### config.mk
export PLATFORM = sky130hd
export DESIGN_NAME = pifb_flag_bank
export DESIGN_NICKNAME = d
export VERILOG_FILES = /design/src/pifb_pkg.sv /design/src/pifb_flag_bank.sv
export VERILOG_INCLUDE_DIRS = /design/src
export SDC_FILE = /design/constraint.sdc
export NUM_CORES = 1
export LEC_CHECK = 0
export BUFFER_PORTS_ARGS = -buffer_cell sky130_fd_sc_hd__buf_2
export CORE_MARGIN = 2
export CORE_UTILIZATION = 45
export DETAILED_ROUTE_END_ITERATION = 7
export PLACE_DENSITY = 0.78
export SLEW_MARGIN = 10
export SYNTH_ARGS = -nofsm -noshare
export SYNTH_HDL_FRONTEND = slang
export SYNTH_SLANG_ARGS = --single-unit
### constraint.sdc
create_clock -name hclk -period 2.35 [get_ports hclk]
set_input_delay 0.1175 -clock hclk [delete_from_list [all_inputs] [get_ports hclk]]
set_output_delay 0.1175 -clock hclk [all_outputs]
set_load 0.01 [all_outputs]
### src/pifb_params.svh
// Functional notes
// - flags set regardless of any enable
// - peripheral group enable gates every request
// - enable four bit 6 gates wavegen
// - enable four bits 1,0 gate capcmp
// - timer a overflow sets sticky flag
// - pin change flag is or of pins
// - external edge sets sticky flag
// - unimplemented bits read zero
// - timer b gate close sets flag
// - conversion done sets flag
// - serial rx flag mirrors buffer state
// - sync port completion sets sticky flag
// - bus collision sets sticky flag
// - timer c match, timer b overflow
// - comparator b and a set flags
// - nonvolatile task done sets flag
// - accumulator oscillator rollover sets flag
// - oscillator failure sets flag
// - clock switch condition sets flag
// - logic cells b and a set flags
// - wavegen shutdown sets flag
// - capcmp events set flags
// - global enable gates only the global request; the peripheral request ignores it
// - enable zero gates flag zero sources
`ifndef PIFB_PARAMS_SVH
`define PIFB_PARAMS_SVH
`define PIFB_OFS_CTRL 12'h000
`define PIFB_OFS_EN0 12'h004
`define PIFB_OFS_EN1 12'h008
`define PIFB_OFS_EN2 12'h00c
`define PIFB_OFS_EN3 12'h010
`define PIFB_OFS_EN4 12'h014
`define PIFB_OFS_FL0 12'h018
`define PIFB_OFS_FL1 12'h01c
`define PIFB_OFS_FL2 12'h020
`define PIFB_OFS_FL3 12'h024
`define PIFB_OFS_FL4 12'h028
`define PIFB_OFS_PEND 12'h02c
`define PIFB_MSK_CTRL 8'hc0
`define PIFB_MSK_R0 8'h31
`define PIFB_MSK_R0W 8'h21
`define PIFB_MSK_R1 8'hff
`define PIFB_MSK_R1W 8'hcf
`define PIFB_MSK_R2 8'h71
`define PIFB_MSK_R3 8'hc3
`define PIFB_MSK_R4 8'h43
`define PIFB_BIT_GLOBAL_EN 7
`define PIFB_BIT_GROUP_EN 6
`define PIFB_BIT_RX 5
`define PIFB_BIT_TX 4
`define PIFB_BIT_PCHG 4
`define PIFB_RST_REG 8'h00
`endif

### src/pifb_pkg.sv
`default_nettype none
package pifb_pkg;
  typedef logic [7:0] pifb_byte_t;
  // raw one-cycle event pulses per flag register
  typedef struct packed {
    pifb_byte_t r0;
    pifb_byte_t r1;
    pifb_byte_t r2;
    pifb_byte_t r3;
    pifb_byte_t r4;
  } pifb_events_s;
  typedef enum logic [0:0] {
    PIFB_IDLE = 1'b0,
    PIFB_DATA = 1'b1
  } pifb_phase_e;
endpackage
`default_nettype wire

### src/pifb_flag_bank.sv
`include "pifb_params.svh"
`default_nettype none
module pifb_flag_bank
  import pifb_pkg::*;
(
  input  wire logic         hclk,
  input  wire logic         hresetn,
  input  wire logic         hsel,
  input  wire logic [11:0]  haddr,
  input  wire logic [1:0]   htrans,
  input  wire logic         hwrite,
  input  wire logic [2:0]   hsize,
  input  wire logic [31:0]  hwdata,
  input  wire logic         hready,
  output logic [31:0]       hrdata,
  output logic              hreadyout,
  output logic              hresp,
  input  wire pifb_events_s evt,
  input  wire logic [5:0]   per_pin_change_flags,
  input  wire logic         serial_rx_level,
  input  wire logic         serial_tx_level,
  output logic              periph_irq_req,
  output logic              global_irq_req
);

  // ****************************************
  // bus slave
  // ****************************************
  pifb_phase_e     phase_ff;
  logic [11:0]     addr_ff;
  logic            wr_ff;
  logic [31:0]     rdata_ff;
  logic            nxt_take;
  logic            wr_cyc;

  assign nxt_take  = hsel && hready && htrans[1];
  assign hreadyout = 1'b1;
  assign hresp     = 1'b0;
  assign hrdata    = rdata_ff;
  assign wr_cyc    = (phase_ff == PIFB_DATA) && wr_ff;

  always_ff @(posedge hclk or negedge hresetn) begin
    if (!hresetn) begin
      phase_ff <= PIFB_IDLE;
      addr_ff  <= 12'h000;
      wr_ff    <= 1'b0;
    end else if (hready) begin
      phase_ff <= nxt_take ? PIFB_DATA : PIFB_IDLE;
      addr_ff  <= haddr;
      wr_ff    <= hwrite;
    end
  end

  function automatic logic is_wr(input logic [11:0] ofs,
                                 input logic        cyc,
                                 input logic [11:0] a);
    is_wr = cyc && (a == ofs);
  endfunction

  // ****************************************
  // enable and control registers
  // ****************************************
  pifb_byte_t ctrl_ff;
  pifb_byte_t en0_ff;
  pifb_byte_t en1_ff;
  pifb_byte_t en2_ff;
  pifb_byte_t en3_ff;
  pifb_byte_t en4_ff;

  always_ff @(posedge hclk or negedge hresetn) begin
    if (!hresetn) begin
      ctrl_ff <= `PIFB_RST_REG;
      en0_ff  <= `PIFB_RST_REG;
      en1_ff  <= `PIFB_RST_REG;
      en2_ff  <= `PIFB_RST_REG;
      en3_ff  <= `PIFB_RST_REG;
      en4_ff  <= `PIFB_RST_REG;
    end else begin
      if (is_wr(`PIFB_OFS_CTRL, wr_cyc, addr_ff))
        ctrl_ff <= hwdata[7:0] & `PIFB_MSK_CTRL;
      if (is_wr(`PIFB_OFS_EN0, wr_cyc, addr_ff))
        en0_ff <= hwdata[7:0] & `PIFB_MSK_R0;
      if (is_wr(`PIFB_OFS_EN1, wr_cyc, addr_ff))
        en1_ff <= hwdata[7:0] & `PIFB_MSK_R1;
      if (is_wr(`PIFB_OFS_EN2, wr_cyc, addr_ff))
        en2_ff <= hwdata[7:0] & `PIFB_MSK_R2;
      if (is_wr(`PIFB_OFS_EN3, wr_cyc, addr_ff))
        en3_ff <= hwdata[7:0] & `PIFB_MSK_R3;
      if (is_wr(`PIFB_OFS_EN4, wr_cyc, addr_ff))
        en4_ff <= hwdata[7:0] & `PIFB_MSK_R4;
    end
  end

  // ****************************************
  // sticky flags
  // ****************************************
  // write 0 clears, write 1 leaves; a same-cycle event still sets
  function automatic pifb_byte_t flag_nxt(input pifb_byte_t cur,
                                          input pifb_byte_t set,
                                          input logic       wr,
                                          input pifb_byte_t wd,
                                          input pifb_byte_t msk);
    pifb_byte_t kept;
    kept = wr ? (cur & wd) : cur;
    flag_nxt = (kept | set) & msk;
  endfunction

  pifb_byte_t fl0_ff;
  pifb_byte_t fl1_ff;
  pifb_byte_t fl2_ff;
  pifb_byte_t fl3_ff;
  pifb_byte_t fl4_ff;
  pifb_byte_t nxt_fl0;
  pifb_byte_t nxt_fl1;
  pifb_byte_t nxt_fl2;
  pifb_byte_t nxt_fl3;
  pifb_byte_t nxt_fl4;

  always_comb begin
    // flag sets ignore every enable
    nxt_fl0 = flag_nxt(fl0_ff, evt.r0,
      is_wr(`PIFB_OFS_FL0, wr_cyc, addr_ff), hwdata[7:0],
      `PIFB_MSK_R0W);
    nxt_fl1 = flag_nxt(fl1_ff, evt.r1,
      is_wr(`PIFB_OFS_FL1, wr_cyc, addr_ff), hwdata[7:0],
      `PIFB_MSK_R1W);
    nxt_fl2 = flag_nxt(fl2_ff, evt.r2,
      is_wr(`PIFB_OFS_FL2, wr_cyc, addr_ff), hwdata[7:0],
      `PIFB_MSK_R2);
    nxt_fl3 = flag_nxt(fl3_ff, evt.r3,
      is_wr(`PIFB_OFS_FL3, wr_cyc, addr_ff), hwdata[7:0],
      `PIFB_MSK_R3);
    nxt_fl4 = flag_nxt(fl4_ff, evt.r4,
      is_wr(`PIFB_OFS_FL4, wr_cyc, addr_ff), hwdata[7:0],
      `PIFB_MSK_R4);
  end

  always_ff @(posedge hclk or negedge hresetn) begin
    if (!hresetn) begin
      fl0_ff <= `PIFB_RST_REG;
      fl1_ff <= `PIFB_RST_REG;
      fl2_ff <= `PIFB_RST_REG;
      fl3_ff <= `PIFB_RST_REG;
      fl4_ff <= `PIFB_RST_REG;
    end else begin
      fl0_ff <= nxt_fl0;
      fl1_ff <= nxt_fl1;
      fl2_ff <= nxt_fl2;
      fl3_ff <= nxt_fl3;
      fl4_ff <= nxt_fl4;
    end
  end

  // ****************************************
  // live views and request gating
  // ****************************************
  pifb_byte_t view0;
  pifb_byte_t view1;
  pifb_byte_t pend_view;
  pifb_byte_t wd_byte;
  logic       pin_change_flag;
  logic       any_req;

  assign pin_change_flag = |per_pin_change_flags;
  assign wd_byte         = hwdata[7:0];
  always_comb begin
    view0 = fl0_ff;
    view0[`PIFB_BIT_PCHG] = pin_change_flag;
    view1 = fl1_ff;
    view1[`PIFB_BIT_RX] = serial_rx_level;
    view1[`PIFB_BIT_TX] = serial_tx_level;
  end

  assign any_req = |(view0 & en0_ff) | |(view1 & en1_ff)
                 | |(fl2_ff & en2_ff) | |(fl3_ff & en3_ff)
                 | |(fl4_ff & en4_ff);
  // request only leaves when the group enable is on
  assign periph_irq_req = any_req && ctrl_ff[`PIFB_BIT_GROUP_EN];
  assign global_irq_req = periph_irq_req
                        && ctrl_ff[`PIFB_BIT_GLOBAL_EN];
  assign pend_view      = {6'h00, global_irq_req, periph_irq_req};

  // ****************************************
  // read mux, registered
  // ****************************************
  pifb_byte_t rd_sel;
  always_comb begin
    case (haddr)
      `PIFB_OFS_CTRL: rd_sel = ctrl_ff;
      `PIFB_OFS_EN0:  rd_sel = en0_ff;
      `PIFB_OFS_EN1:  rd_sel = en1_ff;
      `PIFB_OFS_EN2:  rd_sel = en2_ff;
      `PIFB_OFS_EN3:  rd_sel = en3_ff;
      `PIFB_OFS_EN4:  rd_sel = en4_ff;
      `PIFB_OFS_FL0:  rd_sel = view0;
      `PIFB_OFS_FL1:  rd_sel = view1;
      `PIFB_OFS_FL2:  rd_sel = fl2_ff;
      `PIFB_OFS_FL3:  rd_sel = fl3_ff;
      `PIFB_OFS_FL4:  rd_sel = fl4_ff;
      `PIFB_OFS_PEND: rd_sel = pend_view;
      default:        rd_sel = 8'h00;
    endcase
  end

  // read data sampled at the address phase: one wait-free cycle
  always_ff @(posedge hclk or negedge hresetn) begin
    if (!hresetn)
      rdata_ff <= 32'h0000_0000;
    else if (nxt_take && !hwrite)
      rdata_ff <= {24'h00_0000, rd_sel};
  end
endmodule
`default_nettype wire

# [Word-level counts from Yosys, hierarchy flattened]
# Cells that the tools add are included.
[totals] ff_bits=65 inputBits=102 out_inout_bits=36 wordCells=88
[op_classes] eq_ne=21 muxes=7 n_bitwise=19 reduce_logical=26
[op_table] op="== test 12 x 5 -> 1 bit (second input constant)" n=8
[op_table] op="one-hot mux 8 bit (12 select lines)" n=1
[op_table] op="== test 12 x 6 -> 1 bit (second input constant)" n=7
[op_table] op="== test 12 x 4 -> 1 bit (second input constant)" n=4
[op_table] op="OR reduction 8 bit" n=5
[op_table] op="bitwise AND 8 bit" n=4
[op_table] op="bitwise AND 7 bit" n=4
[op_table] op="== test 12 x 3 -> 1 bit (second input constant)" n=2
[op_table] op="logical NOT 12 bit" n=2
[op_table] op="logical AND 1 bit" n=17
[op_table] op="2-to-1 mux 8 bit" n=2
[op_table] op="bitwise OR 8 bit" n=2
[op_table] op="2-to-1 mux 7 bit" n=2
[op_table] op="bitwise OR 7 bit" n=2
[op_table] op="bitwise AND 6 bit" n=2
[op_table] op="2-to-1 mux 6 bit" n=1
[op_table] op="bitwise OR 6 bit" n=1
[op_table] op="OR reduction 6 bit" n=1
[op_table] op="bitwise OR 1 bit" n=4
[op_table] op="logical NOT 1 bit" n=1
[op_table] op="2-to-1 mux 1 bit" n=1

# [Logic depth before layout (Yosys ltp)]
[depth] ltp_word=10 depth_mapped=6 mapped_depth_nobuf=5

# [Worst setup path before layout]
# Ideal clock, no wire load.
[synth_timing] path_type="register -> register" start="reg addr_ff[9]" end="reg en1_ff[0]" setup_time_ns=0.125 t_arrival_ns=1.728 required_time_ns=2.225 setup_slack_ns=0.497 path_stages_with_launch=5 path_buffers=0 period_less_slack_ns=1.853 path_cell_list="dfrtp_1 > or4_4 > nor4_4 > nand2_1 > mux2_2"
[synth_between] elab_chain_len=2
[synth_rtl] element="start: declaration" line_no="pifb_flag_bank.sv:30" text="logic [11:0] addr_ff;"
[synth_rtl] element="start signal: assignment" line_no="pifb_flag_bank.sv:49" text="addr_ff <= haddr;"
[synth_rtl] element="== test 12 x 4 -> 1 bit" line_no="pifb_flag_bank.sv:57" text="is_wr = cyc && (a == ofs);"
[synth_rtl] element="logical AND 1 bit" line_no="pifb_flag_bank.sv:57"
[synth_rtl] element="end signal: assignment" line_no="pifb_flag_bank.sv:74" text="en1_ff <= `PIFB_RST_REG;"
[synth_rtl] element="end signal: assignment" line_no="pifb_flag_bank.sv:84" text="en1_ff <= hwdata[7:0] & `PIFB_MSK_R1;"
[synth_rtl] element="end: declaration" line_no="pifb_flag_bank.sv:65" text="pifb_byte_t en1_ff;"
# Every way passes these cells.
# A chain may end at the register's enable or synchronous reset.

# [Worst setup path in the final report]
[layout_timing] start="reg addr_ff[9]" end="reg fl1_ff[6]"
[layout_between] elab_chain_len=4
[layout_rtl] element="== test 12 x 5 -> 1 bit" line_no="pifb_flag_bank.sv:57"
[layout_rtl] element="logical AND 1 bit" line_no="pifb_flag_bank.sv:57"
[layout_rtl] element="2-to-1 mux 8 bit" line_no="pifb_flag_bank.sv:104" text="kept = wr ? (cur & wd) : cur;"
[layout_rtl] element="bitwise OR 8 bit" line_no="pifb_flag_bank.sv:105" text="flag_nxt = (kept | set) & msk;"
[layout_rtl] element="named net nxt_fl1[6]" line_no="pifb_flag_bank.sv:114" text="pifb_byte_t nxt_fl1;"
[layout_rtl] element="end signal: assignment" line_no="pifb_flag_bank.sv:141" text="fl1_ff <= `PIFB_RST_REG;"
[layout_rtl] element="end signal: assignment" line_no="pifb_flag_bank.sv:147" text="fl1_ff <= nxt_fl1;"
[layout_rtl] element="end: declaration" line_no="pifb_flag_bank.sv:109" text="pifb_byte_t fl1_ff;"
# The timed path passes the listed nets, and every way through them passes these cells.

==> impl_results.md <==
* Reg2reg path depth at 5
* Worst slew margin relative to its limit at 45.64%
* Commonest non-fill, non-tap cell in the layout: dfrtp_1
* Final routed wire length divided by cell count at 16.79 µm
* Total negative slack at 0 ns
* Reported max-cap violation count at 0
* Top-level I/O count at around 140
* Maximum number of pins on one net before global-route repair at 38
* Crit path launch type: register
* Grt ovf at 0
* Worst R2R End: fl1_ff[6]$_DFF_PN0_
* Buffers on Ports at 62
* TritonCTS sink count at 65
* Worst-margin pin slew at slightly above 0.8 ns
* Cell depth of the worst min-delay path at 3
* Final max-slew violation count at 0
* Setup skew after layout at slightly above 0.008 ns
* Global-route wire length before repair at about 14000 µm
* Initial antenna violation count at 0
* Setup repair after global routing missed its margin: false
* Non-Filler Cell Area, Final at around 4100 µm²
* EDFF count, synth at 0
* Maximum resistive drop on vdd at 0.0002705 V
* Total chip power at approximately 2.5 mW
* Source-to-sink clock delay at the later pin of the worst-skew pair at around 0.34 ns
* Floorplan row count at 31
* Type of element capturing the critical path: register
* Maximum fanout count along the critical path at 6
* Post-route fraction of the period consumed by the critical path at between 90 and 100%
* Post-synth ARST share at 100.0%
* Starting utilization of the core area at around 47%
* Placed insts at 450
* Flip-flop and latch count after synthesis at between 60 and 70
* Clock edge transition at the registers on the reported setup and hold paths at roughly 0.07 ns
* Number of distinct library cell variants in the gate-level netlist after synthesis at 46
* First-pass DRT Iterations at 4
* Residual DRC count at 0
* Commonest cells after routing, fill and taps aside: 65 x dfrtp_1, 62 x buf_2, 42 x mux2_2
* Number of buffers added by the clock tree synthesis step at 9
* Fin worst setup slack at 0.2264 ns
* Total die area at between 8000 and 9000 µm²
* Finished Layout Cells at between 400 and 500
* Classification of the worst setup path: reg -> reg
* GRT Resource Usage Total at a little over a fifth
* Hold-critical path endpoint: phase_ff$_DFFE_PN0P_
* Buffer depth of the longest clock path at 2
* Synth-to-layout area growth at 22.21%
* Routed Antenna Nets at 0
* Width of the die at ~91 µm
* Via count of the first global-routing pass at 2712
* Routability Congestion at just over 0.9
* Endpoints failing setup at 0
* Maximum achievable frequency at around 0.47 GHz
* Smallest hold slack at between 0.02 and 0.03 ns
* Total number of yosys warnings at 0
* Register area share after synthesis at between 40% and 50%
* Layout cells sized above 1 at ~34%
* Area after DPL at 3702 µm²
* Maximum level of the CTS H-tree at 3
* Post-Syn Instances at just under 300
* Height of the chip at 90.68 µm
* Worst path arrival time at between 2 and 2.5 ns
* Mean number of vias per cell at ~5.5
* Run status: finished, final reports clean
* Power per Cell Area at just over 600 nW/µm²
* Hold WC Path Type: in -> reg
* Min-delay src: hsel
* Initial drt markers at around 200
* Number of diodes added for antenna fixing at 0
* Detailed Place HPWL at 6257 µm
* Critical path data required time at 2.56 ns
* Area of the core at about 7300 µm²
* Wire length reported by the detailed router at ~8000 µm
* Final #Nets at 484
* P_leak at 1.743 nW
* Post-Synthesis Cell Area at 3381 µm²
* CTS tree: done
* Mean area per synthesized cell at between 10 and 15 µm²
* Filler Cell Count at 654
* Count of final hold-check violations at 0
* Clock tree root driver cell: clkbuf_8
* Time the worst path needs with I/O delays and setup at around 2.1 ns
* Worst slack after detailed placement at roughly 0.26 ns
* Setup slack, reg-to-reg at ~0.23 ns
* Fin util at 56.96%
* Most used DFF post-synth: dfrtp_1
* Worst reg2reg startpoint: addr_ff[9]$_DFFE_PN0P_
* Vias after detailed routing at around 2700
==> cells in the mapped netlist, drive strengths merged, types with 2 or more instances <==
library cell	number	area, µm²
nor2	4	15.01
nor4	6	58.80
dfrtp	65	1627
clkbuf	10	37.54
buf	26	195.2
and3	5	31.28
a31oi	2	12.51
nand2	16	60.06
a32oi	4	35.03
nor2b	3	18.77
a21oi	7	35.03
a22oi	13	97.59
a22o	5	43.79
o21ai	23	115.1
and2	2	12.51
mux2	42	473.0
nand2b	19	118.9
or4	3	30.03
nor4b	3	26.28
inv	3	11.26
nor3	4	25.02
conb	2	7.510
a32o	4	40.04
nand3	5	25.02
mux2i	5	50.05
==> sequential cells by signal (all words and copies together), names as in the netlist <==
name      count
en4_ff        3
hrdata        8
en3_ff        4
fl0_ff        2
fl4_ff        3
addr_ff      12
wr_ff         1
fl3_ff        4
en2_ff        4
fl2_ff        4
fl1_ff        6
en1_ff        8
ctrl_ff       2
en0_ff        3
phase_ff      1
==> cell type report <==
class	count	area, µm²	area share (%)
inverters	3	11.26	0.2726
flip-flops and latches	65	1627	39.37
clock inverters	5	77.57	1.878
well taps	99	123.9	2.998
multi-input cells	217	1600	38.73
repair buffers	86	540.5	13.08
clock buffers	11	151.4	3.664
==> layer usage <==
| layer | vias up | part of all wire [%] | global-route usage (%) |
|---|---|---|---|
| li1 | 1231 | - | - |
| met1 | 1318 | 43 | 27.70 |
| met2 | 106 | 49 | 34.83 |
| met3 | 17 | 5.3 | 3.589 |
| met4 | 0 | 2.0 | 9.231 |
| met5 | - | 0 | 0 |
==> critical path, stage by stage, from the launching register on <==
cell and delay, ns:
dfrtp_1 0.39, or4_4 0.58, nor4_2 0.38, nand2_1 0.29, o21ai_0 0.28, nand2b_1 0.08
==> how the worst max path moves through the flow <==
| stage | slack (ns) | depth (start not counted) | endpoint | start |
|---|---|---|---|---|
| 2_1_floorplan | 0.50 | 4 | en1_ff[0]$_DFFE_PN0P_ | addr_ff[9]$_DFFE_PN0P_ |
| 3_3_place_gp | 0.25 | 5 | fl1_ff[6]$_DFF_PN0_ | addr_ff[9]$_DFFE_PN0P_ |
| 5_1_grt | 0.07 | 5 | fl1_ff[6]$_DFF_PN0_ | addr_ff[9]$_DFFE_PN0P_ |
| 3_5_place_dp | 0.26 | 4 | en1_ff[6]$_DFFE_PN0P_ | addr_ff[9]$_DFFE_PN0P_ |
| 4_1_cts | 0.24 | 4 | en1_ff[6]$_DFFE_PN0P_ | addr_ff[9]$_DFFE_PN0P_ |
| 6_report | 0.23 | 5 | fl1_ff[6]$_DFF_PN0_ | addr_ff[9]$_DFFE_PN0P_ |
==> kinds of logic (layout without fill, tap and decap cells) <==
kind of cell / count (synthesis) / count (layout) / synth area share (%)
buf+inv: 39 / 105 / 7.217
other cells: 2 / 26 / 0.2221
flops: 65 / 65 / 48.11
simple gates: 77 / 77 / 14.32
compound gates: 66 / 66 / 13.99
mux: 48 / 48 / 16.14
==> power by group <==
group / switching [mW] / leakage [nW] / internal, mW
Clock: 0.423 / 0.115 / 0.651
Combinational: 0.137 / 0.904 / 0.134
Sequential: 0.0395 / 0.723 / 1.16
==> repair_timing <==
item | in CTS | in global routing
hold endpoints to repair | 54 | 0
buffers inserted | 0 | 0
hold buffers | 20 | 0
gates resized for setup | 0 | 0
Note: power is estimated with default switching activity, not from simulation.
